[src/pkg/nsov_pkg.sv]
// Purpose: shared constants and types for the negative-sequence overvoltage block
// Assumes: 32-bit apb data, one register per aligned word
// Notes:   magnitude is given in percent of rated voltage, 8.8 fixed point
package nsov_pkg;
    // register byte offsets
    localparam logic [7:0]  ADDR_CTRL      = 8'h00;
    localparam logic [7:0]  ADDR_LEVEL     = 8'h04;
    localparam logic [7:0]  ADDR_DELAY     = 8'h08;
    localparam logic [7:0]  ADDR_STATUS    = 8'h0c;
    localparam logic [7:0]  ADDR_MAG       = 8'h10;
    // control field positions
    localparam int          CTRL_EN_BIT    = 0;
    localparam int          CTRL_SONLY_BIT = 1;
    // reset values and ranges
    localparam logic [1:0]  CTRL_RST       = 2'h1;
    localparam logic [7:0]  LEVEL_RST      = 8'h1e;
    localparam logic [7:0]  LEVEL_MIN      = 8'h02;
    localparam logic [7:0]  LEVEL_MAX      = 8'h28;
    localparam logic [15:0] DELAY_RST      = 16'h0064;
    localparam logic [15:0] DELAY_MIN      = 16'h0032;
    localparam logic [15:0] DELAY_MAX      = 16'hea60;
    // timing: one millisecond tick
    localparam int          CLK_HZ         = 125000000;
    localparam int          TICK_MS        = 1;
    localparam int          TICK_CYCLES    = CLK_HZ / 1000 * TICK_MS;

    // measured magnitude word from the upstream stage
    typedef struct packed {
        logic        valid;
        logic [15:0] pct_q8;
    } nsov_mag_s;

    // timing states
    typedef enum logic [1:0] {
        ST_IDLE  = 2'b00,
        ST_TIME  = 2'b01,
        ST_TRIP  = 2'b10
    } nsov_state_e;
endpackage : nsov_pkg

[src/core/nsov_top.sv]
// Purpose: definite-time negative-sequence overvoltage start and trip
// Assumes: magnitude input is synchronous to clk; block input is a pin
// Notes:   settings over apb; out-of-range settings are clamped on write
//          apb answers without wait states; pslverr marks an unmapped word
//          status and magnitude words are read-only, writes to them do nothing
//          the millisecond tick restarts at each start, so a trip lands exactly
//          delay times tick cycles after start; no hysteresis on the level
//          block input is asynchronous and costs two cycles of synchronisation
//
// Functional notes
// - start and general start when above level
// - trip only after delay, not start-only
// - enable bit or block input suppresses all
// - start level percent 2..40, default 30
// - delay ms 50..60000, default 100
// - start-only flag prevents any trip
// - count delay only while above threshold
// - operate time fixed, independent of excess
// - trip combines start, trip, flag, block
`timescale 1ns/1ns
module nsov_top #(
    parameter int TICK_CYC = nsov_pkg::TICK_CYCLES
) (
    // clock and reset
    input  wire logic              clk,
    input  wire logic              rstn,
    // apb slave
    input  wire logic              psel,
    input  wire logic              penable,
    input  wire logic              pwrite,
    input  wire logic [7:0]        paddr,
    input  wire logic [31:0]       pwdata,
    output logic      [31:0]       prdata,
    output logic                   pready,
    output logic                   pslverr,
    // measurement and user logic
    input  wire nsov_pkg::nsov_mag_s mag,
    input  wire logic              block_input,
    // protection outputs
    output logic                   general_start_out,
    output logic                   general_trip_out
);
    // register state
    logic [1:0]  ctrl_r, ctrl_nxt;
    logic [7:0]  level_r, level_nxt;
    logic [15:0] delay_r, delay_nxt;
    logic [15:0] mag_r, mag_nxt;
    logic [31:0] prdata_nxt;
    logic        pslverr_nxt;
    logic        pready_nxt;
    // block input synchroniser
    logic        blk_s1_r, blk_s2_r;
    // timing state
    nsov_pkg::nsov_state_e state_r, state_nxt;
    logic [31:0] tick_cnt_r, tick_cnt_nxt;
    logic [15:0] ms_cnt_r, ms_cnt_nxt;
    logic        gst_nxt, gtr_nxt;
    logic        above, enabled, access, tick;
    // apb phase decode shared by the read mux and the write strobe
    logic        setup, wr_en;

    // clamp a value into its settable range
    function automatic logic [15:0] clamp16(input logic [15:0] v, input logic [15:0] lo,
                                            input logic [15:0] hi);
        clamp16 = (v < lo) ? lo : ((v > hi) ? hi : v);
    endfunction : clamp16

    assign access  = psel & penable;
    assign setup   = psel & ~penable;
    // a write lands only at the edge that also sees pready
    assign wr_en   = access & pready & pwrite;
    // strict greater-than: sitting exactly on the level is not a start
    assign above   = mag_r > {level_r, 8'h00};
    assign enabled = ctrl_r[nsov_pkg::CTRL_EN_BIT] & ~blk_s2_r;
    // divider enable: one pulse per millisecond of trip delay
    assign tick    = tick_cnt_r == 32'(TICK_CYC - 1);

    // register file next values and apb answer, zero wait states
    always_comb begin
        ctrl_nxt    = ctrl_r;
        level_nxt   = level_r;
        delay_nxt   = delay_r;
        prdata_nxt  = prdata;
        pslverr_nxt = 1'b0;
        pready_nxt  = setup;
        // read word chosen in setup, so it stands registered beside pready
        if (setup) begin
            prdata_nxt = 32'h0000_0000;
            case (paddr)
                nsov_pkg::ADDR_CTRL:   prdata_nxt = {30'h0, ctrl_r};
                nsov_pkg::ADDR_LEVEL:  prdata_nxt = {24'h0, level_r};
                nsov_pkg::ADDR_DELAY:  prdata_nxt = {16'h0, delay_r};
                nsov_pkg::ADDR_STATUS: prdata_nxt = {30'h0, general_trip_out,
                                                     general_start_out};
                nsov_pkg::ADDR_MAG:    prdata_nxt = {16'h0, mag_r};
                default:               pslverr_nxt = 1'b1;
            endcase
        end
        // clamping on write keeps the timer and comparator in range
        if (wr_en) begin
            case (paddr)
                nsov_pkg::ADDR_CTRL:  ctrl_nxt = pwdata[1:0];
                nsov_pkg::ADDR_LEVEL: level_nxt = 8'(clamp16({8'h0, pwdata[7:0]},
                                          {8'h0, nsov_pkg::LEVEL_MIN},
                                          {8'h0, nsov_pkg::LEVEL_MAX}));
                nsov_pkg::ADDR_DELAY: delay_nxt = clamp16(pwdata[15:0],
                                          nsov_pkg::DELAY_MIN,
                                          nsov_pkg::DELAY_MAX);
                default: ;
            endcase
        end
    end

    // magnitude latch; a cycle with no fresh word keeps the last one
    always_comb begin
        mag_nxt = mag.valid ? mag.pct_q8 : mag_r;
    end

    // settings flops; the defaults return on every reset
    always_ff @(posedge clk or negedge rstn) begin
        if (!rstn) begin
            ctrl_r  <= nsov_pkg::CTRL_RST;
            level_r <= nsov_pkg::LEVEL_RST;
            delay_r <= nsov_pkg::DELAY_RST;
        end else begin
            ctrl_r  <= ctrl_nxt;
            level_r <= level_nxt;
            delay_r <= delay_nxt;
        end
    end

    // magnitude flop; zero after reset so nothing starts before a first word
    always_ff @(posedge clk or negedge rstn) begin
        if (!rstn) begin
            mag_r <= 16'h0000;
        end else begin
            mag_r <= mag_nxt;
        end
    end

    // apb answer flops; pslverr stands only beside pready, never after it
    always_ff @(posedge clk or negedge rstn) begin
        if (!rstn) begin
            prdata  <= 32'h0000_0000;
            pready  <= 1'b0;
            pslverr <= 1'b0;
        end else begin
            prdata  <= prdata_nxt;
            pready  <= pready_nxt;
            pslverr <= pslverr_nxt;
        end
    end

    // block input is asynchronous user logic, two flops before use
    // only the second flop feeds logic; the first may settle late
    always_ff @(posedge clk or negedge rstn) begin
        if (!rstn) begin
            blk_s1_r <= 1'b0;
            blk_s2_r <= 1'b0;
        end else begin
            blk_s1_r <= block_input;
            blk_s2_r <= blk_s1_r;
        end
    end

    // definite-time characteristic and decision logic
    always_comb begin
        state_nxt    = state_r;
        ms_cnt_nxt   = ms_cnt_r;
        tick_cnt_nxt = tick ? 32'h0 : tick_cnt_r + 32'h1;
        case (state_r)
            nsov_pkg::ST_IDLE: begin
                ms_cnt_nxt   = 16'h0000;
                tick_cnt_nxt = 32'h0;   // timing starts aligned to the start edge
                if (enabled & above)
                    state_nxt = nsov_pkg::ST_TIME;
            end
            // elapsed ticks alone decide; the size of the excess plays no part
            nsov_pkg::ST_TIME: begin
                if (tick)
                    ms_cnt_nxt = ms_cnt_r + 16'h1;
                if (tick & (ms_cnt_r + 16'h1 >= delay_r))
                    state_nxt = nsov_pkg::ST_TRIP;
            end
            // trip stands until the start condition goes away
            nsov_pkg::ST_TRIP: ;
            default: state_nxt = nsov_pkg::ST_IDLE;
        endcase
        // any drop, block or disable restarts timing from zero
        if (!(enabled & above)) begin
            state_nxt  = nsov_pkg::ST_IDLE;
            ms_cnt_nxt = 16'h0000;
        end
        // trip needs start still present; start-only masks it here
        gst_nxt = enabled & above;
        gtr_nxt = (state_nxt == nsov_pkg::ST_TRIP) & gst_nxt &
                  ~ctrl_r[nsov_pkg::CTRL_SONLY_BIT];
    end

    // timing flops
    always_ff @(posedge clk or negedge rstn) begin
        if (!rstn) begin
            state_r           <= nsov_pkg::ST_IDLE;
            tick_cnt_r        <= 32'h0;
            ms_cnt_r          <= 16'h0000;
        end else begin
            state_r           <= state_nxt;
            tick_cnt_r        <= tick_cnt_nxt;
            ms_cnt_r          <= ms_cnt_nxt;
        end
    end

    // protection outputs straight from flops
    always_ff @(posedge clk or negedge rstn) begin
        if (!rstn) begin
            general_start_out <= 1'b0;
            general_trip_out  <= 1'b0;
        end else begin
            general_start_out <= gst_nxt;
            general_trip_out  <= gtr_nxt;
        end
    end
endmodule : nsov_top

[config.mk]
export PLATFORM = sky130hd
export DESIGN_NAME = nsov_top
export DESIGN_NICKNAME = d
export VERILOG_FILES = /design/src/pkg/nsov_pkg.sv /design/src/core/nsov_top.sv
export SDC_FILE = /design/constraint.sdc
export NUM_CORES = 1
export LEC_CHECK = 0
export ABC_AREA = 0
export ABC_CLOCK_PERIOD_IN_PS = 3100
export BUFFER_PORTS_ARGS = -buffer_cell sky130_fd_sc_hd__buf_2
export CAP_MARGIN = 10
export CORE_MARGIN = 3
export CORE_UTILIZATION = 57
export CTS_CLUSTER_DIAMETER = 120
export CTS_CLUSTER_SIZE = 24
export DETAILED_ROUTE_END_ITERATION = 7
export PLACE_DENSITY_LB_ADDON = 0.1
export SYNTH_ARGS = -nofsm -noshare
export SYNTH_HDL_FRONTEND = slang
export SYNTH_SLANG_ARGS = --single-unit
[constraint.sdc]
create_clock -name clk -period 3.1 [get_ports clk]
set_input_delay 0.155 -clock clk [delete_from_list [all_inputs] [get_ports clk]]
set_output_delay 0.155 -clock clk [all_outputs]
set_load 0.1 [all_outputs]
---- Yosys cells after proc, flatten, opt, wreduce, memory -nomap -nowiden ----
Index checks and enable logic that the tools add are counted.
word-level totals
  register bits ........................... 130
  latch bits .............................. 0
  RAM bits ................................ 0
  memory bits (read-only) ................. 0
  input bits .............................. 63
  output and inout bits ................... 36
  memories kept ........................... 0
operators by class
  add/sub/neg operators ................... 2
  multiply operators ...................... 0
  divide/modulo/power cells ............... 0
  magnitude comparators ................... 6
  equality and inequality tests ........... 10
  shift-type cells ........................ 0
  multiplexer cells ....................... 15
  bitwise operators ....................... 12
  reduce and logical (&&, ||, !) cells .... 7
operator list
  cell                     number
  $pmux W16 S5             1
  $mux W16                 4
  $mux W32                 2
  $add A32 B1 Y32 const B  1
  $eq A32 B17 Y1 const B   1
  $pmux W16 S2             1
  $add A16 B1 Y16 const B  1
  $eq A8 B4 Y1 const B     2
  $ge A16 B16 Y1           1
  $gt A16 B16 Y1           1
  $gt A16 B16 Y1 const B   1
  $lt A16 B6 Y1 const B    1
  $mux W8                  2
  $and A1 B1 Y1            9
  $eq A8 B3 Y1 const B     1
  $eq A8 B5 Y1 const B     1
  $gt A8 B6 Y1 const B     1
  $logic_not A8 Y1         1
  $lt A8 B2 Y1 const B     1
  $reduce_and A2 Y1        4
  $pmux W2 S3              1
  $reduce_or A5 Y1         1
  $eq A2 B2 Y1 const B     2
  $mux W2                  2
  other kinds (6)          9

---- Logic depth before layout (Yosys ltp) ----
Gate-level depths: netlist (run 1).
  depth in word-level cells ............... 9
  depth in mapped cells ................... 12

---- Least setup slack after synthesis (run 1) ----
No wires, ideal clock.
  kind .................................... reg2reg
  start point ............................. register ms_cnt_r[4]
  end point ............................... register general_trip_out
  library setup time ...................... 0.134 ns
  arrival ................................. 2.302 ns
  slack ................................... 0.664 ns
  stages on the path, launching flop included .. 13
  buffers on the path ..................... 1
  clock period less this slack ............ 2.436 ns
  path through ............................ dfrtp_1 clkbuf_2 nand3_1 nor3_2 nand4_1 xnor2_1 ha_1 a21oi_1 o21ai_0 a211oi_1 o21ai_0 a22oi_1 nor3_1
between the ends
  word-level cells in the longest chain between the ends .. 9
RTL lines
  element                      RTL line         RTL
  from (decl)                  nsov_top.sv:56   logic [15:0] ms_cnt_r, ms_cnt_nxt;
  from (signal assigned)       nsov_top.sv:209  ms_cnt_r <= ms_cnt_nxt;
  $add A16 B1 Y16              nsov_top.sv:182  if (tick & (ms_cnt_r + 16'h1 >= delay_r))
  $ge A16 B16 Y1               nsov_top.sv:182
  $and A1 B1 Y1                nsov_top.sv:182
  $mux W2                      nsov_top.sv:182
  $pmux W2 S3                  nsov_top.sv:171  case (state_r)
  $mux W2                      nsov_top.sv:190  if (!(enabled & above)) begin
  $eq A2 B2 Y1                 nsov_top.sv:196  gtr_nxt = (state_nxt == nsov_pkg::ST_TRIP) & gst_nxt &
  $and A1 B1 Y1 (2 in series)  nsov_top.sv:196
  via gtr_nxt                  nsov_top.sv:57   logic gst_nxt, gtr_nxt;
  to (signal assigned)         nsov_top.sv:220  general_trip_out <= gtr_nxt;
  to (decl)                    nsov_top.sv:41   output logic general_trip_out
The timed path passes the listed nets, and every way through them passes these cells.
A chain may end at the register's enable or synchronous reset.

---- Worst setup path after layout (run 1) ----
  start point ............................. register ms_cnt_r[0]
  end point ............................... register general_trip_out
Same word-level chain as after synthesis.

==> metrics.md, run 1 <==
| Metric | Value |
|---|---|
| Outcome | completed |
| I/O pins | ~100 |
| Site row count | 37 |
| Sum of net half-perimeters after detailed placement | between 10000 and 15000 um |
| Number of antenna violations at the first check in global routing | 0 |
| Total global routing overflow | 0 |
| Maximum number of pins on one net before global-route repair | 64 |
| Number of global-route vias before repair | between 5000 and 6000 |
| Clock skew after layout | between 0.008 and 0.009 ns |
| Number of hold-repair buffers added at the cts stage | 36 |
| Drt total wl | about 16000 um |
| WP data required | around 3.5 ns |
| # Post-CTS Setup Buffers | 0 |
| Overall via count from detail_route | 5302 |
| Highest fanout seen on the critical path | 7 |
| Cell Pwr Density | ~520 nW/um2 |
| Initial Util | between 60% and 70% |
| Number of distinct library cells after synthesis | 60 |
| Port Buffers | 66 |
| Max-slew headroom at the worst pin | 41.60% |
| TritonCTS clock tree | built |
| Setup repair after global routing missed its margin | no |
| Commonest cells in the netlist | 106 x sky130_fd_sc_hd__dfrtp_1, 59 x sky130_fd_sc_hd__nand2_1, 50 x sky130_fd_sc_hd__nor2_1 |
| Final Slew Violations | 0 |
| Total of fill cells in the finished design | a little over 700 |
| Total routing resource utilization after global routing | 26.24% |
| Buffering stage count on the worst path with inverters included | 0 |
| Element type at the critical path end | register |
| Post-Place Cells | 830 |
| CTS root buf | sky130_fd_sc_hd__clkbuf_8 |
| Family with the most delay on the worst path | compound AO/OA/AOI/OAI gates |
| Largest incremental delay on the critical path | ~0.44 ns |
| Final setup violating endpoints | 0 |
| Final cell count without fillers | between 800 and 900 |
| Clk Latency, worst-skew pair | 0.53 ns |
| CP startpoint kind | register |
| Via-per-instance ratio | 5.904 |
| Final layout net count | 839 |
| Worst reg2reg path depth | 12 |
| Area of the core | around 11000 um2 |
| Shortest period the worst path allows | around 2.9 ns |
| Worst hold path type | in2reg |
| Routed Antenna Nets | 0 |
| Share of the synthesized area in the top cell type | a little over two fifths |
| Final critical-path share of the clock period | 92.34% |
| Top FF cell, synth | sky130_fd_sc_hd__dfrtp_1 |
| Maximum operating frequency | approximately 0.35 GHz |
| Die footprint | ~12000 um2 |
| Chip Width | approximately 110 um |
| Height of the die | around 110 um |
| Clock Path Buffers | 2 |
| Final estimated routing congestion in global placement | about 0.97 |
| Ordered cell list for the critical path | ha_1, and3_1, and3_1, and3_1, xor2_1, ha_1, nand2_1, o21ai_0, a211oi_1, o21ai_0, a22oi_1, nor3_1 |
| P&R area growth vs syn | 22.46% |
| Arrival time worst endpoint | 3.25 ns |
| Mapped Area | about 6300 um2 |
| Asr flop ratio synth | 100.0% |
| Wire length of the first global-routing pass | 26430 um |
| Clock-pin slew on the worst setup and hold paths | 0.06 ns |
| Largest voltage drop on the vdd net | 0.4692 mV |
| EDFF count, synth | 0 |
| Dominant cells by area after synthesis | sky130_fd_sc_hd__dfrtp_1 42%, sky130_fd_sc_hd__ha_1 5.1%, sky130_fd_sc_hd__nand2_1 3.5% |
| Wire length per cell | about 18 um |
| Hold path depth | 2 |
| Total of max-cap violations | 0 |
| Measured slew at the worst slew-check pin | 0.8701 ns |
| Proportion of synthesized chip area in sequential cells | between 40% and 50% |
| Total chip power | ~4100 uW |
| Most common cell in the netlist | sky130_fd_sc_hd__dfrtp_1 |
| DRC violations left | 0 |
| Number of clock sinks | around 110 |
| Final count of hold timing violations | 0 |
| Register bit total from synthesis | about 110 |
| Leakage power figure | between 0.003 and 0.004 uW |
| Stages on the worst setup path | 12 |
| Post-synthesis instance total | ~650 |
| Setup TNS | 0 ns |
| Deepest level of the CTS H-tree | 4 |
| Number of buffers added by the clock tree synthesis step | 17 |
| Fraction of layout instances using a drive strength above 1 | 19.16% |
| DRT Pass-1 Iters | 6 |
| Antenna Cells | 0 |
| Initial DRC count | 462 |
| Synth area leader | sky130_fd_sc_hd__dfrtp_1 |
| CP max-delay cell | sky130_fd_sc_hd__dfrtp_1 |
| Synthesis warning total | 0 |
| Average cell area after synthesis | just under 10 um2 |
| Most numerous cell on the critical path | sky130_fd_sc_hd__and3_1 |
| WS Path Type | reg2reg |
| Resized cells post-CTS | 0 |
power breakdown:
| part | switching, uW | total [uW] | internal, uW |
|---|---|---|---|
| combinational | 200 | 298 | 98.0 |
| clock | 676 | 2220 | 1550 |
| sequential | 23.6 | 1540 | 1520 |
kinds of logic (layout without fill, tap and decap cells):
logic type / after synthesis / count (layout) / synth area share (%)
AOI/OAI and AO/OA: 124 / 124 / 12.96
xor gates and xnor gates: 41 / 41 / 5.670
adders and majority gates: 26 / 26 / 5.136
buffers and inverters: 80 / 175 / 6.025
DFF: 114 / 114 / 45.20
muxes: 18 / 18 / 3.200
other: 1 / 16 / 0.05921
and+or+nand+nor: 248 / 248 / 21.75
path summary, 6_finish.rpt:
path / from / end / slack (ns)
worst max register to register: ms_cnt_r[0] / general_trip_out / 0.24
worst max-delay path: ms_cnt_r[0] / general_trip_out / 0.24
max in group asynchronous: rstn / ctrl_r[0] / 2.08
worst min register to register: blk_s1_r / blk_s2_r / 0.37
min in group asynchronous: rstn / prdata[15] / 0.20
worst min-delay path: mag[16] / mag_r[8] / 0.1
worst reg2reg max path, stage by stage, from the launching register on:
cell and delay [ns]:
sky130_fd_sc_hd__dfrtp_1 0.44, sky130_fd_sc_hd__ha_1 0.29, sky130_fd_sc_hd__and3_1 0.18, sky130_fd_sc_hd__and3_1 0.22
sky130_fd_sc_hd__and3_1 0.19, sky130_fd_sc_hd__xor2_1 0.24, sky130_fd_sc_hd__ha_1 0.29, sky130_fd_sc_hd__nand2_1 0.06
sky130_fd_sc_hd__o21ai_0 0.08, sky130_fd_sc_hd__a211oi_1 0.25, sky130_fd_sc_hd__o21ai_0 0.18, sky130_fd_sc_hd__a22oi_1 0.25
sky130_fd_sc_hd__nor3_1 0.07
cell type report:
cell class / instances / area (um2) / share of cell area, %
multi-input combinational: 473 / 3149 / 40.60
tap: 136 / 170.2 / 2.194
timing repair buffer: 110 / 773.2 / 9.969
clock buffer: 22 / 473.0 / 6.098
inverter: 34 / 127.6 / 1.645
sequential: 114 / 2863 / 36.91
clock inverter: 9 / 200.2 / 2.581
state kept, by name (all words and copies together) (netlist names):
register and flops:
tick_cnt_r 32, level_r 8, blk_s1_r 1, mag_r 16, prdata 16, general_start_out 1, pslverr 1, general_trip_out 1
state_r 2, blk_s2_r 1, pready 1, delay_r 16, ctrl_r 2, ms_cnt_r 16
placed cells by master (no fill, tap or decap), types with 4 or more instances in the layout:
cell type and instances:
sky130_fd_sc_hd__clkbuf_16 16, sky130_fd_sc_hd__a31oi_1 19, sky130_fd_sc_hd__conb_1 16, sky130_fd_sc_hd__o211ai_1 7, sky130_fd_sc_hd__ha_1 26, sky130_fd_sc_hd__or4b_1 4, sky130_fd_sc_hd__dfrtp_1 106, sky130_fd_sc_hd__nand4_1 16
sky130_fd_sc_hd__a22oi_1 12, sky130_fd_sc_hd__nor2_1 50, sky130_fd_sc_hd__nand2_1 59, sky130_fd_sc_hd__buf_2 65, sky130_fd_sc_hd__or3_1 5, sky130_fd_sc_hd__nand3_1 31, sky130_fd_sc_hd__nor3_1 13, sky130_fd_sc_hd__mux2_2 18
sky130_fd_sc_hd__nor4_1 7, sky130_fd_sc_hd__nand4b_1 6, sky130_fd_sc_hd__xnor2_1 17, sky130_fd_sc_hd__clkbuf_8 5, sky130_fd_sc_hd__o21ai_0 31, sky130_fd_sc_hd__a22o_1 9, sky130_fd_sc_hd__a21oi_1 17, sky130_fd_sc_hd__and2_1 7
sky130_fd_sc_hd__dfstp_2 8, sky130_fd_sc_hd__bufinv_16 6, sky130_fd_sc_hd__inv_1 34, sky130_fd_sc_hd__xor2_1 24, sky130_fd_sc_hd__a221oi_1 8, sky130_fd_sc_hd__a211oi_1 5, sky130_fd_sc_hd__and3_1 12, sky130_fd_sc_hd__dlygate4sd3_1 36
sky130_fd_sc_hd__nand2b_1 4, sky130_fd_sc_hd__buf_4 7, sky130_fd_sc_hd__nor2b_1 7
metrics by stage:
step	area [um2]	hold WS [ns]	utilization, %	setup WS (ns)
4_1_cts	7741	0.1002	73.34	0.2365
6_report	7756	0.09952	73.48	0.2376
3_5_place_dp	6708	0.2424	63.55	0.2613
5_1_grt	7756	0.1609	73.48	0.02244
3_3_place_gp	6708	0.2321	63.55	0.3082
2_1_floorplan	6390	-0.1406	-	0.6637
metal layers:
metal	vias up	track usage, %	share of wire (%)
met1	2564	33.76	43
met5	-	0	0
met4	0	9.732	2.3
met2	195	43.43	49
li1	2516	-	-
met3	27	6.250	5.3
Power figures use the tool's default switching activity.
==> inputs of run 2 (changes only) <==
--- a/config.mk
+++ b/config.mk
@@ -14,7 +14,7 @@
 export CTS_CLUSTER_DIAMETER = 120
 export CTS_CLUSTER_SIZE = 24
 export DETAILED_ROUTE_END_ITERATION = 7
-export PLACE_DENSITY_LB_ADDON = 0.1
+export PLACE_DENSITY = 0.8
 export SYNTH_ARGS = -nofsm -noshare
 export SYNTH_HDL_FRONTEND = slang
 export SYNTH_SLANG_ARGS = --single-unit
==> run 2 against run 1 <==
Net effect:
- non-clock buffer count unchanged
- clock-buffer cell count fell by 2
- total power down 6.3%
- setup slack gained 0.030 ns
- critical path depth unchanged
- utilization is 0.62 points lower
- critical path type unchanged
- highest routed layer unchanged
==> metrics.md, run 2 (synthesized netlist as in run 1, its figures left out) <==
| Metric | Value |
|---|---|
| Clk pwr share | 51.7% (-3.1 points) |
| Wire length of the first global-routing pass | 27540 um (+4.2%) |
| Overall via count from detail_route | 5487 (+3.5%) |
| WP data required | 3.50 ns (about the same) |
| Shortest period the worst path allows | 2.833 ns (-0.02958 ns) |
| Measured slew at the worst slew-check pin | 0.9521 ns (+0.08196 ns) |
| CTS root buf | sky130_fd_sc_hd__clkbuf_8 |
| GRT met3 Usage | 7.065% (+0.82 points) |
| Largest voltage drop on the vdd net | 0.4083 mV (-13%) |
| Highest fanout seen on the critical path | 8 (+1) |
| Worst hold path type | in2reg |
| Final setup violating endpoints | 0 (unchanged) |
| Cell Pwr Density | 494.6 nW/um2 (-5.5%) |
| Die footprint | 12410 um2 (unchanged) |
| Most common library cell in the layout ignoring fill and taps | sky130_fd_sc_hd__dfrtp_1 |
| Chip Width | 111.4 um (unchanged) |
| Placed instance area | 6700 um2 (-0.11%) |
| Total chip power | 3804 uW (-6.3%) |
| Site row count | 37 (unchanged) |
| Switch share | 24.81% (+2.7 points) |
| Total routing resource utilization after global routing | 27.32% (+1.1 points) |
| TritonCTS clock tree | built |
| Setup TNS | 0 ns (unchanged) |
| Arrival time worst endpoint | 3.24 ns (about the same) |
| Wire length per cell | 18.14 um (+3.4%) |
| Final Slew Violations | 0 (unchanged) |
| Net switching power of the design | 944.0 uW (+4.9%) |
| DRT Pass-1 Iters | 8 (+2) |
| Clock skew after layout | 0.01054 ns (+0.001745 ns) |
| Met2 demand-to-capacity share in global routing | 47.21% (+3.8 points) |
| Area of the core | 10560 um2 (unchanged) |
| Hold path depth | 2 (unchanged) |
| Int Pwr | 2860 uW (-9.5%) |
| Critical register-to-register path endpoint | general_trip_out |
| Final critical-path share of the clock period | 91.38% (-0.95 points) |
| Height of the die | 111.4 um (unchanged) |
| Number of global-route vias before repair | 5643 (+6.6%) |
| Total of max-cap violations | 0 (unchanged) |
| Maximum number of pins on one net before global-route repair | 72 (+13%) |
| Most crowded layer after global routing | met2 |
| Total global routing overflow | 0 (unchanged) |
| Setup repair after global routing missed its margin | no |
| Element type at the critical path end | register |
| Outcome | completed |
| Clk Latency, worst-skew pair | 0.54 ns (about the same) |
| Via-per-instance ratio | 6.097 (+3.3%) |
| Sum of net half-perimeters after detailed placement | 10920 um (+3.6%) |
| DRC violations left | 0 (unchanged) |
| Largest register by flop count | tick_cnt_r |
| Post-route cell area | 7691 um2 (-0.84%) |
| Number of antenna violations at the first check in global routing | 0 (unchanged) |
| Power share of the sequential group | 40.5% (+2.6 points) |
| Deepest level of the CTS H-tree | 4 (unchanged) |
| Port Buffers | 66 (unchanged) |
| Initial DRC count | 532 (+15%) |
| Maximum operating frequency | 0.3530 GHz (+1.0%) |
| Routed Antenna Nets | 0 (unchanged) |
| Most frequent cells in the layout | 105 x sky130_fd_sc_hd__dfrtp_1, 65 x sky130_fd_sc_hd__buf_2, 59 x sky130_fd_sc_hd__nand2_1 |
| Fraction of layout instances using a drive strength above 1 | 19.40% (+0.24 points) |
| Clock-pin slew on the worst setup and hold paths | 0.06 ns (about the same) |
| Max-slew headroom at the worst pin | 36.53% (-5.1 points) |
| P&R area growth vs syn | 21.43% |
| Worst Hold Launch | mag[16] |
| Worst reg2reg startpoint | ms_cnt_r[2] |
| Combinational share of power | 7.8% (+0.5 points) |
| Final estimated routing congestion in global placement | 0.9664 (-0.31%) |
| Initial Util | 60.00% (unchanged) |
| WS Path Type | reg2reg |
| Worst hold slack across all endpoints | 0.08182 ns (-0.01769 ns) |
| Leakage power figure | 0.003336 uW (-1.3%) |
| Clock Path Buffers | 2 (unchanged) |
| I/O pins | 99 (unchanged) |
| Number of flip-flops under the largest register name | 32 (unchanged) |
| Final count of hold timing violations | 0 (unchanged) |
| Flop2flop setup slack | 0.27 ns (+0.03 ns) |
| Final layout net count | 839 (unchanged) |
| Hold EP | mag_r[8] |
| Final cell count without fillers | 900 (+0.22%) |
| Post-Place Cells | 829 (-0.12%) |
| Met1 Use GR | 32.55% (-1.2 points) |
| Drt total wl | 16330 um (+3.6%) |
| Worst reg2reg path depth | 12 (unchanged) |
| Number of clock sinks | 114 (unchanged) |
| Number of buffers added by the clock tree synthesis step | 17 (unchanged) |
| CP startpoint kind | register |
-- run 2: cell count changes in the layout (fill, tap and decap cells not counted), sizes merged --
cell / before / now
buf: 74 / 73
bufinv: 6 / 3
clkbuf: 22 / 20
clkinv: 1 / 3
clkinvlp: 2 / 4
diode: 0 / 1
dlygate4sd3: 36 / 37
inv: 34 / 36
-- run 2: worst max-delay path by stage --
stage | slack (ns) | to | startpoint
floorplan | 0.66 | general_trip_out | ms_cnt_r[4]
global placement | 0.36 | general_trip_out | ms_cnt_r[0]
detailed placement | 0.24 | general_trip_out | ms_cnt_r[0]
CTS | 0.23 | general_trip_out | ms_cnt_r[0]
global route | 0.06 | general_trip_out | ms_cnt_r[1]
finish | 0.27 | general_trip_out | ms_cnt_r[2]
-- run 2: layout make-up --
class,count,area [um2]
multi-input combinational,473,3159
sequential,114,2864
fill,719,2864
timing repair buffer,110,775.7
clock buffer,20,435.4
tap,136,170.2
clock inverter,12,156.4
inverter,34,127.6
antenna,1,2.502
-- run 2: through the flow --
step	setup WS [ns]	util (%)
final	0.2672	72.87
after floorplan	0.6637	-
after detailed placement	0.2401	63.48
after global routing	0.06150	72.84
after CTS	0.2308	72.59
after global placement	0.3556	63.48
-- run 2: power by group through the flow --
stage | clock, uW | sequential, uW | combinational (uW)
2_1_floorplan | 0 | 1570 | 174
3_3_place_gp | 0 | 1560 | 251
6_report | 1970 | 1540 | 298
3_5_place_dp | 0 | 1560 | 259
4_1_cts | 1980 | 1540 | 295
5_1_grt | 2060 | 1540 | 320
-- run 2: routing by layer --
metal | wire, um | up-vias
met4 | 494 | 0
met3 | 933 | 51
met2 | 8418 | 219
met1 | 6481 | 2705
li1 | - | 2512
met5 | 0 | -
-- run 2: critical path, cell delays in order (launching register included) --
cell                       delay [ns]
sky130_fd_sc_hd__dfrtp_1         0.48
sky130_fd_sc_hd__nand3_1         0.17
sky130_fd_sc_hd__nor3_2          0.17
sky130_fd_sc_hd__buf_4           0.18
sky130_fd_sc_hd__nand4_1         0.17
sky130_fd_sc_hd__xnor2_1         0.18
sky130_fd_sc_hd__ha_1            0.31
sky130_fd_sc_hd__a21oi_1         0.15
sky130_fd_sc_hd__o21ai_0         0.11
sky130_fd_sc_hd__a211oi_1        0.27
sky130_fd_sc_hd__o21ai_0         0.20
sky130_fd_sc_hd__a22oi_1         0.23
sky130_fd_sc_hd__nor3_1          0.07
-- run 2: repair_timing --
action | CTS | global route
setup endpoints to repair | 0 | 3
hold buffers | 37 | 0
resized for setup | 0 | 3
setup buffers | 0 | 0
endpoints found under the hold margin | 109 | 0
